==> src/common/width_sync_map.vh <==
`ifndef WIDTH_SYNC_MAP_VH
`define WIDTH_SYNC_MAP_VH
// Width detection bytes on the low byte lane
`define WS_PAT_LEAD      8'hBB
`define WS_PAT_X8        8'h11
`define WS_PAT_X16       8'h22
`define WS_PAT_X32       8'h44
// Sync word, unswapped order
`define WS_SYNC_WORD     32'hAA995566
// Width codes
`define WS_WIDTH_NONE    2'h0
`define WS_WIDTH_X8      2'h1
`define WS_WIDTH_X16     2'h2
`define WS_WIDTH_X32     2'h3
// Mode codes
`define WS_MODE_PARALLEL 1'b0
`define WS_MODE_SERIAL   1'b1
// Start-up input quiet time
`define WS_CLK_MHZ       20
`define WS_QUIET_NS      200
`define WS_QUIET_CYC     ((`WS_QUIET_NS * `WS_CLK_MHZ + 999) / 1000)
`endif

==> src/rtl/word_assembler.v <==
`timescale 1ns/1ps
// Packs narrow bus beats into 32-bit words, first beat in the top lane
module word_assembler (
   clk,
   rst_n,
   ce,
   clear,
   beat_valid,
   beat_data,
   beats_per_word,
   word_valid,
   word_data
);
   input  wire        clk;            // Clock
   input  wire        rst_n;          // Async reset
   input  wire        ce;             // Clock enable
   input  wire        clear;          // Restart packing
   input  wire        beat_valid;     // Beat present
   input  wire [31:0] beat_data;      // Beat, low bits used
   input  wire [2:0]  beats_per_word; // 1, 2 or 4
   output reg         word_valid;     // One-cycle word pulse
   output reg  [31:0] word_data;      // Packed word

   reg  [31:0] acc_r;                 // Packing accumulator
   reg  [2:0]  cnt_r;                 // Beats gathered
   reg  [31:0] acc_nxt;               // Next accumulator
   wire [2:0]  cnt_inc;               // Beats incl this one

   assign cnt_inc = cnt_r + 3'h1;

   // Shift the new beat in at the width of the bus
   always @* begin
      case (beats_per_word)
         3'h4:    acc_nxt = {acc_r[23:0], beat_data[7:0]};
         3'h2:    acc_nxt = {acc_r[15:0], beat_data[15:0]};
         default: acc_nxt = beat_data;
      endcase
   end

   // Count beats and emit a whole word
   always @(posedge clk or negedge rst_n) begin
      if (!rst_n) begin
         acc_r      <= 32'h0;
         cnt_r      <= 3'h0;
         word_valid <= 1'b0;
         word_data  <= 32'h0;
      end else if (ce) begin
         word_valid <= 1'b0;
         if (clear) begin
            cnt_r <= 3'h0;
         end else if (beat_valid) begin
            if (cnt_inc == beats_per_word) begin
               cnt_r      <= 3'h0;
               word_valid <= 1'b1;
               word_data  <= acc_nxt;
            end else begin
               cnt_r <= cnt_inc;
               acc_r <= acc_nxt;
            end
         end
      end
   end
endmodule // word_assembler

==> src/rtl/config_bus_width_sync_detect.v <==
// Operation
// Parallel modes detect bus width themselves
// Serial modes skip width detection
// Detection looks only at low byte
// BB then 11 selects x8
// BB then 22 selects x16
// BB then 44 selects x32
// Bad code after BB restarts search
// Lock width, then seek sync word
// Width held until a reset source
// Sync word AA995566 aligns words
// Nothing passes before sync found
// Parallel sync search waits for width
// Memory accessed only in whole frames
// All frames share one length
// Low-voltage pin may pulse after start-up
// User ignores inputs 200 ns after
// After sync each word goes to packets
// One beat per edge, resets restart
// Serial sync slides bit by bit
`timescale 1ns/1ps
`include "width_sync_map.vh"
module config_bus_width_sync_detect (
   clk,
   rst_n,
   ce,
   serial_mode,
   program_pulse,
   scan_program_reset,
   internal_reprogram_reset,
   par_valid,
   par_data,
   ser_valid,
   ser_bit,
   startup_complete,
   bus_width,
   width_locked,
   synced,
   word_valid,
   word_data,
   user_input_hold
);
   input  wire        clk;                      // Configuration clock
   input  wire        rst_n;                    // Power-on reset
   input  wire        ce;                       // Clock enable
   input  wire        serial_mode;              // High for serial loading
   input  wire        program_pulse;            // Program pin pulse
   input  wire        scan_program_reset;       // Boundary-scan program
   input  wire        internal_reprogram_reset; // Internal reprogram
   input  wire        par_valid;                // Parallel beat present
   input  wire [31:0] par_data;                 // Parallel bus
   input  wire        ser_valid;                // Serial bit present
   input  wire        ser_bit;                  // Serial data bit
   input  wire        startup_complete;         // Start-up done level
   output reg  [1:0]  bus_width;                // Detected width code
   output reg         width_locked;             // Width fixed
   output reg         synced;                   // Sync word seen
   output reg         word_valid;               // Packet word pulse
   output reg  [31:0] word_data;                // Packet word
   output reg         user_input_hold;          // Inputs unsafe window

   // Width detector states
   localparam [1:0] ST_HUNT = 2'h0;             // Look for lead byte
   localparam [1:0] ST_CODE = 2'h1;             // Check width code
   localparam [1:0] ST_LOCK = 2'h2;             // Width fixed

   reg  [1:0]  wstate_r;                        // Width state
   reg  [1:0]  wstate_nxt;                      // Next width state
   reg  [1:0]  width_nxt;                       // Next width
   reg  [31:0] shift_r;                         // Sync search window
   reg  [31:0] shift_nxt;                       // Next window
   reg  [2:0]  bpw;                             // Beats per word
   reg         eos_d_r;                         // Start-up delayed
   reg  [2:0]  quiet_r;                         // Quiet counter
   reg         pulse_seen_r;                    // Glitch cycle passed
   wire        relock;                          // Any width-clearing reset
   wire [7:0]  low_byte;                        // Low byte lane
   wire        beat_par;                        // Beat into assembler
   wire        asm_valid;                       // Assembled word pulse
   wire [31:0] asm_data;                        // Assembled word
   wire [31:0] quiet_last;                      // Final quiet count
   reg  [4:0]  sbit_r;                          // Serial bit index

   assign relock   = program_pulse | scan_program_reset | internal_reprogram_reset;
   assign low_byte = par_data[7:0];
   // Last value of the quiet counter before the hold drops
   assign quiet_last = `WS_QUIET_CYC - 1;

   // Width detection next state
   // The detector only ever looks at the low byte lane; the other lanes
   // carry padding that differs between bus widths
   always @* begin
      wstate_nxt = wstate_r;
      width_nxt  = bus_width;
      case (wstate_r)
         ST_HUNT: begin
            // Waiting for the lead byte
            if (serial_mode == `WS_MODE_SERIAL) begin
               wstate_nxt = ST_HUNT;
            end else if (par_valid && low_byte == `WS_PAT_LEAD) begin
               wstate_nxt = ST_CODE;
            end
         end
         ST_CODE: begin
            // Lead byte seen; the next beat picks the width
            if (serial_mode == `WS_MODE_SERIAL) begin
               wstate_nxt = ST_HUNT;
            end else if (par_valid) begin
               if (low_byte == `WS_PAT_X8) begin
                  // Eight-bit bus
                  wstate_nxt = ST_LOCK;
                  width_nxt  = `WS_WIDTH_X8;
               end else if (low_byte == `WS_PAT_X16) begin
                  // Sixteen-bit bus
                  wstate_nxt = ST_LOCK;
                  width_nxt  = `WS_WIDTH_X16;
               end else if (low_byte == `WS_PAT_X32) begin
                  // Thirty-two-bit bus
                  wstate_nxt = ST_LOCK;
                  width_nxt  = `WS_WIDTH_X32;
               end else if (low_byte == `WS_PAT_LEAD) begin
                  // A fresh lead byte: wait for its code
                  wstate_nxt = ST_CODE;
               end else begin
                  // Not a width code: back to the hunt
                  wstate_nxt = ST_HUNT;
               end
            end
         end
         ST_LOCK: begin
            // Locked until a reprogram source or power cycle
            wstate_nxt = ST_LOCK;
         end
         default: begin
            // Unused code recovers to the hunt
            wstate_nxt = ST_HUNT;
         end
      endcase
   end

   // Width detector registers, cleared by any reprogram source
   always @(posedge clk or negedge rst_n) begin
      if (!rst_n) begin
         wstate_r     <= ST_HUNT;
         bus_width    <= `WS_WIDTH_NONE;
         width_locked <= 1'b0;
      end else if (ce) begin
         if (relock) begin
            // Reprogram source drops the lock at once
            wstate_r     <= ST_HUNT;
            bus_width    <= `WS_WIDTH_NONE;
            width_locked <= 1'b0;
         end else begin
            // Follow the detector
            wstate_r     <= wstate_nxt;
            bus_width    <= width_nxt;
            width_locked <= (wstate_nxt == ST_LOCK);
         end
      end
   end

   // Beats per word at the locked width
   // Anything but a narrow bus hands over whole words
   always @* begin
      case (bus_width)
         `WS_WIDTH_X8:  bpw = 3'h4;
         `WS_WIDTH_X16: bpw = 3'h2;
         default:       bpw = 3'h1;
      endcase
   end

   // Only locked parallel beats enter the word path
   // Beats seen while hunting never reach the packer
   assign beat_par = par_valid & width_locked & (serial_mode == `WS_MODE_PARALLEL);

   // Beat packer, one beat per clock edge
   // Held clear until sync so that the first packed word starts right
   // after the sync word and not at the width lock
   word_assembler u_asm (
      .clk            (clk),
      .rst_n          (rst_n),
      .ce             (ce),
      .clear          (relock | ~synced),
      .beat_valid     (beat_par),
      .beat_data      (par_data),
      .beats_per_word (bpw),
      .word_valid     (asm_valid),
      .word_data      (asm_data)
   );

   // Sync search window next value
   // Serial bits slide one at a time; parallel beats slide a bus width,
   // so the sync word must arrive aligned to the bus
   always @* begin
      shift_nxt = shift_r;
      if (serial_mode == `WS_MODE_SERIAL) begin
         if (ser_valid) begin
            shift_nxt = {shift_r[30:0], ser_bit};
         end
      end else if (!synced && par_valid && width_locked) begin
         case (bus_width)
            `WS_WIDTH_X8:  shift_nxt = {shift_r[23:0], par_data[7:0]};
            `WS_WIDTH_X16: shift_nxt = {shift_r[15:0], par_data[15:0]};
            default:       shift_nxt = par_data;
         endcase
      end
   end

   // Sync detection and word output
   // Before sync the window slides and every word is dropped; after it,
   // words leave from the packer (parallel) or the bit counter (serial)
   always @(posedge clk or negedge rst_n) begin
      if (!rst_n) begin
         // Power cycle clears the search
         shift_r    <= 32'h0;
         synced     <= 1'b0;
         word_valid <= 1'b0;
         word_data  <= 32'h0;
      end else if (ce) begin
         // Word pulse lasts one enabled cycle
         word_valid <= 1'b0;
         if (relock) begin
            // Reprogram source: start the search again
            shift_r <= 32'h0;
            synced  <= 1'b0;
         end else if (!synced) begin
            // Still hunting: slide the window, keep nothing else
            shift_r <= shift_nxt;
            if (shift_nxt == `WS_SYNC_WORD &&
                (serial_mode == `WS_MODE_SERIAL || width_locked)) begin
               // Word boundary found; the window restarts empty
               synced  <= 1'b1;
               shift_r <= 32'h0;
            end                                 // earlier data dropped
         end else if (serial_mode == `WS_MODE_SERIAL) begin
            // Serial words build up in the window, first bit on top
            if (ser_valid) begin
               shift_r <= {shift_r[30:0], ser_bit};
               if (sbit_r == 5'h1F) begin
                  // Thirty-second bit closes a word
                  word_valid <= 1'b1;
                  word_data  <= {shift_r[30:0], ser_bit};
               end
            end
         end else if (asm_valid) begin
            // Parallel word from the packer, never a partial one
            word_valid <= 1'b1;
            word_data  <= asm_data;
         end
      end
   end

   // Serial bit index within a word, restarted by sync
   // A wrap from 31 to 0 marks the next word boundary
   always @(posedge clk or negedge rst_n) begin
      if (!rst_n) begin
         sbit_r <= 5'h0;
      end else if (ce) begin
         if (relock || !synced) begin
            // Alignment is only known once the sync word is seen
            sbit_r <= 5'h0;
         end else if (serial_mode == `WS_MODE_SERIAL && ser_valid) begin
            // One more bit of the current word
            sbit_r <= sbit_r + 5'h1;
         end
      end
   end

   // Start-up quiet window: covers the glitch cycle plus the quiet time
   // The pulse can reach user logic one clock after start-up completes,
   // so the hold opens at that edge and drops once the quiet time is over
   always @(posedge clk or negedge rst_n) begin
      if (!rst_n) begin
         eos_d_r         <= 1'b0;
         pulse_seen_r    <= 1'b0;
         quiet_r         <= 3'h0;
         user_input_hold <= 1'b0;
      end else if (ce) begin
         eos_d_r <= startup_complete;
         if (startup_complete && !eos_d_r) begin
            // Rising edge of start-up done opens the window
            user_input_hold <= 1'b1;
            pulse_seen_r    <= 1'b0;
            quiet_r         <= 3'h0;
         end else if (user_input_hold) begin
            if (!pulse_seen_r) begin
               // The glitch cycle itself
               pulse_seen_r <= 1'b1;
            end else if (quiet_r == quiet_last[2:0]) begin
               // Quiet time over: inputs are safe from this edge on
               user_input_hold <= 1'b0;
            end else begin
               // Count quiet time after the glitch cycle
               quiet_r <= quiet_r + 3'h1;
            end
         end
      end
   end
endmodule // config_bus_width_sync_detect

==> config.mk <==
export PLATFORM = sky130hd
export DESIGN_NAME = config_bus_width_sync_detect
export DESIGN_NICKNAME = d
export VERILOG_FILES = /design/src/rtl/word_assembler.v /design/src/rtl/config_bus_width_sync_detect.v
export VERILOG_INCLUDE_DIRS = /design/src /design/src/common
export SDC_FILE = /design/constraint.sdc
export NUM_CORES = 1
export LEC_CHECK = 0
export ABC_AREA = 0
export BUFFER_PORTS_ARGS = -buffer_cell sky130_fd_sc_hd__clkbuf_2
export CAP_MARGIN = 20
export CORE_UTILIZATION = 40
export DETAILED_ROUTE_END_ITERATION = 10
export RECOVER_POWER = 100
export SYNTH_ARGS = -nofsm -noshare
export SYNTH_HDL_FRONTEND = slang
export SYNTH_SLANG_ARGS = --single-unit
==> constraint.sdc <==
create_clock -name clk -period 3.24 [get_ports clk]
set_input_delay 0 -clock clk [delete_from_list [all_inputs] [get_ports clk]]
set_output_delay 0 -clock clk [all_outputs]
set_load 0.01 [all_outputs]
# Yosys cells after proc, flatten, opt, wreduce, memory -nomap -nowiden
# Cells that the tools add are included.
[totals]
reg_bits = 142
latchBits = 0
ram_bits = 0
romBits = 0
in_bits = 43
output_inout_bits = 38
wordCells = 136
n_memories = 0
[classes]
add_sub_neg = 3
multipliers = 0
n_div = 0
order_cmp = 0
eq_ne = 20
n_shift = 0
n_mux = 59
n_bitwise = 10
reduce_logical = 28
[op_table]
columns = ["cell", "n"]
rows = [
  ["$mux W32", 11],
  ["$pmux W32 S2", 2],
  ["$eq A32 B32 Y1 const B", 1],
  ["$mux W2", 15],
  ["$mux W3", 7],
  ["$mux W1", 20],
  ["$reduce_bool A2 Y1", 7],
  ["$reduce_and A4 Y1", 3],
  ["$mux W5", 2],
  ["$eq A8 B5 Y1 const B", 1],
  ["$eq A8 B6 Y1 const B", 1],
  ["$eq A8 B7 Y1 const B", 1],
  ["$eq A8 B8 Y1 const B", 1],
  ["$reduce_and A2 Y1", 4],
  ["$add A3 B1 Y3 const B", 2],
  ["$eq A2 B2 Y1 const B", 3],
  ["$eq A3 B2 Y1 const B", 2],
  ["$logic_and A1 B1 Y1", 6],
  ["$ne A2 B1 Y1 const B", 3],
  ["$pmux W2 S3", 1],
  ["$pmux W3 S2", 1],
  ["$reduce_and A6 Y1", 1],
  ["$add A5 B1 Y5 const B", 1],
  ["$eq A5 B5 Y1 const B", 1],
  ["13 further kinds", 23],
]

# Logic depth before layout (Yosys ltp)
# Gate-level depths: netlist (run 1).
[logic_depth]
ltp_word = 10
mapped_depth = 13
mapped_depth_nobuf = 9

# Modules after synthesis
# From an unflattened synthesis (run 1), not the netlist that was laid out.
[unflattened]
cells_unflattened = 906
hier_area_um2 = 8348.0
[modules_own_cells]
columns = ["mod", "n_inst", "cells_per_inst", "area_per_inst_um2", "seq_area_each_um2"]
rows = [
  ["config_bus_width_sync_detect", 1, 582, 5336.4, 2052.0],
  ["word_assembler", 1, 324, 3011.6, 1501.4],
]

# Worst setup path after synthesis (run 1)
# Ideal clock, no wire load.
[synth_timing]
path_type = "flip-flop to flip-flop"
from = "register bus_width[0]"
to = "register shift_r[20]"
setup_ns = 0.131
t_arrival_ns = 2.571
t_required_ns = 3.109
setup_slack_ns = 0.538
stages_incl_launch_ff = 13
n_path_buf = 3
period_less_slack_ns = 2.702
path_cell_list = "dfrtp_1 inv_1 ha_1 buf_2 or2_1 buf_2 a22oi_1 o221a_2 nor4bb_1 nand4_1 o31ai_4 buf_6 o21ai_1"
[synth_via]
elab_chain_len = 9
elab_cells_between_ends = 10
classes_between = "3 x eq/ne; 6 x mux; 1 x reduce/logical"
[synth_lines]
columns = ["element", "line", "rtl"]
rows = [
  ["from (decl)", "config_bus_width_sync_detect.v:55", "output reg [1:0] bus_width;"],
  ["from (signal assigned)", "config_bus_width_sync_detect.v:145", "bus_width <= `WS_WIDTH_NONE;"],
  ["from (signal assigned)", "config_bus_width_sync_detect.v:151", "bus_width <= `WS_WIDTH_NONE;"],
  ["from (signal assigned)", "config_bus_width_sync_detect.v:156", "bus_width <= width_nxt;"],
  ["$eq A2 B2 Y1 or $eq A2 B1 Y1 (tied branches)", "config_bus_width_sync_detect.v:201", "case (bus_width)"],
  ["$pmux W32 S2 (*)", "config_bus_width_sync_detect.v:201", ""],
  ["$mux W32 (*)", "config_bus_width_sync_detect.v:200", "end else if (!synced && par_valid && width_locked) begin"],
  ["$mux W32 (*)", "config_bus_width_sync_detect.v:196", "if (serial_mode == `WS_MODE_SERIAL) begin"],
  ["$eq A32 B32 Y1 (no line)", "--", ""],
  ["$logic_and A1 B1 Y1", "config_bus_width_sync_detect.v:229", "if (shift_nxt == `WS_SYNC_WORD &&"],
  ["$mux W32 (*)", "config_bus_width_sync_detect.v:229", ""],
  ["$mux W32 (*)", "config_bus_width_sync_detect.v:226", "end else if (!synced) begin"],
  ["$mux W32 (*)", "config_bus_width_sync_detect.v:222", "if (relock) begin"],
  ["to (signal assigned)", "config_bus_width_sync_detect.v:228", "shift_r <= shift_nxt;"],
  ["to (signal assigned)", "config_bus_width_sync_detect.v:238", "shift_r <= {shift_r[30:0], ser_bit};"],
  ["to (decl)", "config_bus_width_sync_detect.v:70", "reg [31:0] shift_r;"],
]
# Mark *: on every way between the ends. The rest lies on a longest branch, timed or not.
# A chain may end at the register's enable or synchronous reset.

# Final worst setup path (run 1)
[layout_timing]
from = "register bus_width[0]"
to = "register shift_r[6]"
[layout_via]
elab_chain_len = 9
elab_cells_between_ends = 10
classes_between = "3 x eq/ne; 6 x mux; 1 x reduce/logical"
[layout_lines]
columns = ["element", "line"]
rows = [
  ["$eq A2 B2 Y1 or $eq A2 B1 Y1 (tied branches)", "config_bus_width_sync_detect.v:201"],
  ["$pmux W32 S2 (*)", "config_bus_width_sync_detect.v:201"],
  ["$mux W32 (*)", "config_bus_width_sync_detect.v:200"],
  ["$mux W32 (*)", "config_bus_width_sync_detect.v:196"],
  ["$eq A32 B32 Y1 (no line) (*)", "--"],
  ["$logic_and A1 B1 Y1 (*)", "config_bus_width_sync_detect.v:229"],
  ["$mux W32 (*)", "config_bus_width_sync_detect.v:229"],
  ["$mux W32 (*)", "config_bus_width_sync_detect.v:226"],
  ["$mux W32 (*)", "config_bus_width_sync_detect.v:222"],
]
# Marks and branches as above.

==> metrics.yaml, run 1 <==
fill_cells: 1826
die_h_um: 142
synth_top_cell_by_area: "dfrtp_1"
initial_utilization: 0.412
antennaDiodeCount: 0
antenna_found_initial: 0
synth-compound-area-share: 0.208
fp-row-count: 50
clock_sinks: 142
end_kind: "flip-flop"
violations: "negative hold slack, max-capacitance violations, max-slew violations"
die-area_um2: 20000
fmax_ghz: 0.333
crit_chain: "inv_1 > ha_1 > buf_12 > buf_4 > a221oi_2 > nor3_1 > a311o_1 > nor4_2 > nand3_1 > o31ai_4 > buf_4 > o21ai_0"
yosysSeqAreaShare: 0.456
clk_latency_ns: 0.43
vdd_drop_max_uv: 379
crit_required_ns: 3.53
via_per_inst: 5.86
synth_nets: 877
stdcell_area_um2: 9270
slew_headroom: -0.0998
synth_warnings: 0
cp-start-kind: "flip-flop"
finalCriticalPeriod_ns: 3.01
drive_above_1_share: 0.163
io_buffers: 80
layout_commonest_cell: "nand2_1"
critPathMostFrequentCell: "buf_4"
cts_tree: "built"
grtUsageTotal: 0.260
numCtsBuffers: 17
synth_fa_ha_area_frac: 0.0112
worstSetupPathType: "flip-flop to flip-flop"
synth_cells: 827
tns_ns: 0
syn_area_per_cell_um2: 9.42
synthesis.area_um2: 7790
static-leakage-power_nw: 4.26
firstDrtPassIters: 5
status: "finished with violations"
avgRoutedWirePerCell_um: 21.0
synth_ff_type: "dfrtp_1"
grt_overflow: 0
drt-total-wl_um: 24800
synth_top_family_by_area: "compound AO/OA/AOI/OAI gates"
clock_path_buffers: 2
cp_max_fo: 26
finalHoldViolCount: 1
boundaryPins: 81
synth_cell_type_count: 56
nets: 962
drv_slew: 64
final_cell_mix: "nand2_1 (154), dfrtp_1 (142), o21ai_0 (78), mux2i_1 (51), clkbuf_2 (45)"
setup_violations: 0
synth_enable_flop_cells: 0
drc: 0
first_global_vias: 6534
synth.area.top_cells: "dfrtp_1 (46%), nand2_1 (7.4%), mux2i_1 (6.6%)"
gp_congestion: 0.915
muxShareOfSynthArea: 0.119
h-tree-depth: 4
hpwl_um: 17400
place_area_um2: 8510
rsz0062_at_grt: "no"
crit_arrival_ns: 3.29
die_w_um: 142
clk_pin_slew_ns: 0.06
grt_pass1_wl_um: 38800
fin_skew_ns: 0.00767
vias: 6940
async_flop_share: 1.00
slowest_delay_ns: 0.39
slowest_stage: "dfrtp_1"
ant_nets: 0
timing.final.crit_share: 0.927
hold_class: "input port to flip-flop"
power_density_nw_per_um2: 449
tightest_slew_ns: 1.65
grt_max_degree: 81
synth_simple_gate_area_frac: 0.155
synthToLayoutAreaGrowth_pct: 19.0
holdWs_ns: -0.000904
synth.top_cell.area_share: 0.456
cts-root-buf: "clkbuf_16"
yosys_register_bits: 142
drtIter0Drc: 673
max_cap_violations: 1
core_area_um2: 18900
synth_xor_area_frac: 0.00450
cell usage after synthesis, types with 6 or more instances:
cell type,instances
a21o_1,6
a21oi_1,20
a221oi_1,31
a22oi_1,40
buf_1,8
buf_2,17
clkbuf_1,42
dfrtp_1,142
ha_1,7
inv_1,10
mux2_2,37
mux2i_1,51
nand2_1,154
nand3_1,6
nand4_1,6
nor2_1,35
nor2b_1,22
nor3_1,15
nor4_1,10
o21ai_0,74
o21ai_1,11
o31ai_1,10
kinds of logic after synthesis:
family                     count (synthesis)
and+or+nand+nor                          267
AOI/OAI and AO/OA                        236
DFF                                      142
muxes                                     88
buffers and inverters                     83
adders and majority gates                  7
xor gates and xnor gates                   4
state kept, by name (all words and copies together), names as in the netlist:
signal,flops
width_locked,1
shift_r,32
bus_width,2
eos_d_r,1
quiet_r,3
word_valid,1
user_input_hold,1
u_asm.word_valid,1
u_asm.acc_r,24
u_asm.cnt_r,3
wstate_r,2
u_asm.word_data,32
synced,1
pulse_seen_r,1
word_data,32
sbit_r,5
final cells by class:
type | count | area, um^2 | share of cell area
multi-input combinational | 602 | 3890 | 0.420
clock inverter | 10 | 140 | 0.0151
timing repair buffer | 138 | 868 | 0.0937
sequential | 142 | 3550 | 0.383
inverter | 11 | 41.3 | 0.00445
clock buffer | 21 | 450 | 0.0486
tap | 260 | 325 | 0.0351
critical path: cells and delay by family, from the launching register on:
kind	cells	cell delay [ns]
flip-flops	1	0.39
AO/OA/AOI/OAI	4	0.92
buffers and inverters	4	0.63
AND/OR/NAND/NOR	3	0.53
adder cells (fa/ha/maj)	1	0.38
stage by stage:
stage,power [W],util,std cells,setup WS [ns]
finish,0.00416,0.491,1184,0.235
global route,0.00429,0.491,1184,0.0113
CTS,0.00419,0.495,1184,0.215
detailed placement,0.00218,0.451,1128,0.238
global placement,0.00218,0.451,1128,0.277
floorplan,0.00203,-,827,0.538
repair_timing:
item	in CTS	in global routing
resized for setup	0	3
setup endpoints to repair	0	13
hold endpoints to repair	100	0
buffers inserted	0	0
hold buffers	25	0
per-layer routing:
metal  vias up  wire [um]  GRT usage
met2       346      10900      0.380
li1       3204          -          -
met1      3357      11300      0.376
met5         -          0          0
met4         0        520     0.0922
met3        33       2100     0.0570
power by group:
part	switching, W	leakage (nW)	internal [W]
combinational	0.000203	2.02	0.000124
clock	0.000769	0.279	0.00122
sequential	0.0000310	1.97	0.00181
worst paths after layout:
| kind | startpoint | end | depth (start not counted) | slack (ns) |
|---|---|---|---|---|
| setup / recovery | bus_width[0] | shift_r[6] | 12 | 0.23 |
| hold / removal | par_data[12] | u_asm.acc_r[12] | 3 | -0.0009 |
| setup reg to reg | bus_width[0] | shift_r[6] | 12 | 0.23 |
| hold reg to reg | u_asm.word_data[0] | u_asm.word_data[0] | 2 | 0.47 |
| max in group asynchronous | rst_n | shift_r[5] | 3 | 0.69 |
| min in group asynchronous | rst_n | word_data[27] | 2 | 0.53 |
(Power assumes the default switching activity.)
==> run 2, diff against run 1 <==
--- a/config.mk
+++ b/config.mk
@@ -12,6 +12,7 @@
 export CORE_UTILIZATION = 40
 export DETAILED_ROUTE_END_ITERATION = 10
 export RECOVER_POWER = 100
+export REMOVE_ABC_BUFFERS = 1
 export SYNTH_ARGS = -nofsm -noshare
 export SYNTH_HDL_FRONTEND = slang
 export SYNTH_SLANG_ARGS = --single-unit
==> run 2 against run 1 <==
  * The flow finishes with violations (max-capacitance violations, max-slew violations)
  * Cell area fell by 0.93%
  * Fmax fell by 1.7%
  * Utilization fell by 0.46 points
  * Register-to-register slack got worse by 0.05 ns
  * Critical path depth fell by 2
  * Largest power group unchanged
==> metrics.yaml, run 2 (synthesized netlist as in run 1, its figures left out) <==
antenna_found_initial: 0  # unchanged
clk_pin_slew_ns: 0.06  # about the same
cts-root-buf: "clkbuf_16"  # unchanged
via_per_inst: 5.76  # was 5.86
power_density_nw_per_um2: 437  # was 449 nW/um^2
dp.cells: 1126  # was 1128
antennaDiodeCount: 0  # unchanged
dp_slack_ns: 0.196  # was 0.238 ns
worstSetupPathType: "flip-flop to flip-flop"  # unchanged
clk_latency_ns: 0.43  # about the same
slowest_delay_ns: 0.50  # was 0.39 ns
crit_buf_inv: 2  # was 4
gp_congestion: 0.866  # was 0.915
crit_family: "simple AND/OR/NAND/NOR gates"  # was compound AO/OA/AOI/OAI gates
synthToLayoutAreaGrowth_pct: 17.9  # was 19.0%
clock_path_buffers: 2  # unchanged
max_cap_violations: 2  # was 1
hpwl_um: 15500  # was 17400 um
firstDrtPassIters: 5  # unchanged
die_w_um: 142  # unchanged
rsz0062_at_grt: "no"  # unchanged
slew_headroom: -0.480  # was -0.0998
startpoint: "bus_width[0]"  # unchanged
core_area_um2: 18900  # unchanged
boundaryPins: 81  # unchanged
end_kind: "flip-flop"  # unchanged
reg.largest.list: "shift_r (32), u_asm.word_data (32), word_data (32)"  # unchanged
die-area_um2: 20000  # unchanged
grtUsageTotal: 0.245  # was 0.260
violations: "max-capacitance violations, max-slew violations"  # was negative hold slack, max-capacitance violations, max-slew violations
cts_setup_buffers: 0  # unchanged
grt_pass1_wl_um: 37700  # was 38800 um
drv_slew: 122  # was 64
grt_max_degree: 88  # was 81
vias: 6802  # was 6940
tightest_slew_ns: 2.22  # was 1.65 ns
setup_violations: 0  # unchanged
cp-start-kind: "flip-flop"  # unchanged
first_global_vias: 6595  # was 6534
stdcell_area_um2: 9180  # was 9270 um^2
clock_sinks: 142  # unchanged
hold_class: "input port to flip-flop"  # unchanged
holdCritStartpoint: "par_data[17]"  # was par_data[12]
drt-total-wl_um: 22900  # was 24800 um
crit_chain: "inv_1 > ha_1 > buf_12 > nor2b_1 > nor3_1 > a311o_1 > nor4_1 > nand3_1 > nor4_1 > a2bb2oi_1"  # was inv_1 > ha_1 > buf_12 > buf_4 > a221oi_2 > nor3_1 > a311o_1 > nor4_2 > nand3_1 > o31ai_4 > buf_4 > o21ai_0
crit_required_ns: 3.59  # was 3.53 ns
nets: 959  # was 962
timing.final.crit_share: 0.943  # was 0.927
io_buffers: 80  # unchanged
fmax_ghz: 0.327  # was 0.333 GHz
vdd_drop_max_uv: 359  # was 379 uV
r2r_start: "bus_width[0]"  # unchanged
finalCriticalPeriod_ns: 3.06  # was 3.01 ns
place_area_um2: 8500  # was 8510 um^2
h-tree-depth: 4  # unchanged
final_cell_mix: "nand2_1 (154), dfrtp_1 (142), o21ai_0 (76), mux2i_1 (51), clkbuf_1 (48)"  # was nand2_1 (154), dfrtp_1 (142), o21ai_0 (78), mux2i_1 (51), clkbuf_2 (45)
ant_nets: 0  # unchanged
drive_above_1_share: 0.153  # was 0.163
initial_utilization: 0.412  # unchanged
die_h_um: 142  # unchanged
post-layout-total-power_w: 0.00401  # was 0.00416 W
avgRoutedWirePerCell_um: 19.4  # was 21.0 um
critPathMostFrequentCell: "nor4_1"  # was buf_4
cts_tree: "built"  # unchanged
setup_slack_ns: 0.183  # was 0.235 ns
finalHoldViolCount: 0  # was 1
numCtsBuffers: 17  # unchanged
instances_no_fill: 1180  # was 1184
layout_commonest_cell: "nand2_1"  # unchanged
drc: 0  # unchanged
status: "finished with violations"  # unchanged
static-leakage-power_nw: 4.22  # was 4.26 nW
cp_max_fo: 31  # was 26
fin_skew_ns: 0.00819  # was 0.00767 ns
crit_arrival_ns: 3.40  # was 3.29 ns
grt_overflow: 0  # unchanged
drtIter0Drc: 610  # was 673
fp-row-count: 50  # unchanged
slowest_stage: "ha_1"  # was dfrtp_1
## run 2: changes by cell type in the layout (fill, tap and decap cells not counted), sizes merged
cell,delta
buf,-6
clkbuf,+7
bufinv,-2
clkinv,-1
dlygate4sd3,-1
clkinvlp,-1
## run 2: layout make-up
type,instances,area [um^2]
clock buffers,24,492
clock inverters,6,60.1
fillers,1817,9710
inverters,11,41.3
multi-input cells,602,3880
flip-flops and latches,142,3550
well taps,260,325
repair buffers,135,835
## run 2: final timing paths
check	endpoint	slack, ns	cells after the start
setup / recovery	synced	0.18	10
hold / removal	u_asm.word_data[17]	0.02	5
setup reg to reg	synced	0.18	10
hold reg to reg	u_asm.word_data[23]	0.47	2
max in group asynchronous	word_data[30]	0.56	3
min in group asynchronous	word_data[3]	0.78	2
## run 2: timing repair
action	in CTS	in global routing
gates resized for setup	0	1
hold endpoints to repair	122	0
hold buffers	24	0
setup endpoints to repair	0	2
## run 2: worst min-delay path, cell delays in order
cell	delay, ns
clkbuf_2	0.09
nor2b_1	0.04
nor2_1	0.14
nand2_1	0.07
nand2_1	0.06
## run 2: through the flow
| step | util | hold WS, ns | TNS [ns] |
|---|---|---|---|
| global placement | 0.450 | 0.130 | 0 |
| detailed placement | 0.450 | 0.140 | 0 |
| floorplan | - | -0.296 | -1.65 |
| finish | 0.486 | 0.0156 | 0 |
| CTS | 0.492 | 0.00112 | 0 |
| global route | 0.486 | 0.0409 | 0 |
## run 2: routing by layer
layer	share of wire	vias to the layer above	wire length (um)	track usage
met5	0	-	0	0
met4	0.015	0	336	0.0724
met3	0.059	28	1340	0.0412
met2	0.45	263	10400	0.375
met1	0.47	3309	10800	0.355
li1	-	3202	-	-
## run 2: power by group
part	total, W	leakage, nW	switching, W	internal [W]
combinational	0.000320	1.98	0.000197	0.000123
clock	0.00185	0.268	0.000730	0.00112
sequential	0.00184	1.97	0.0000289	0.00181
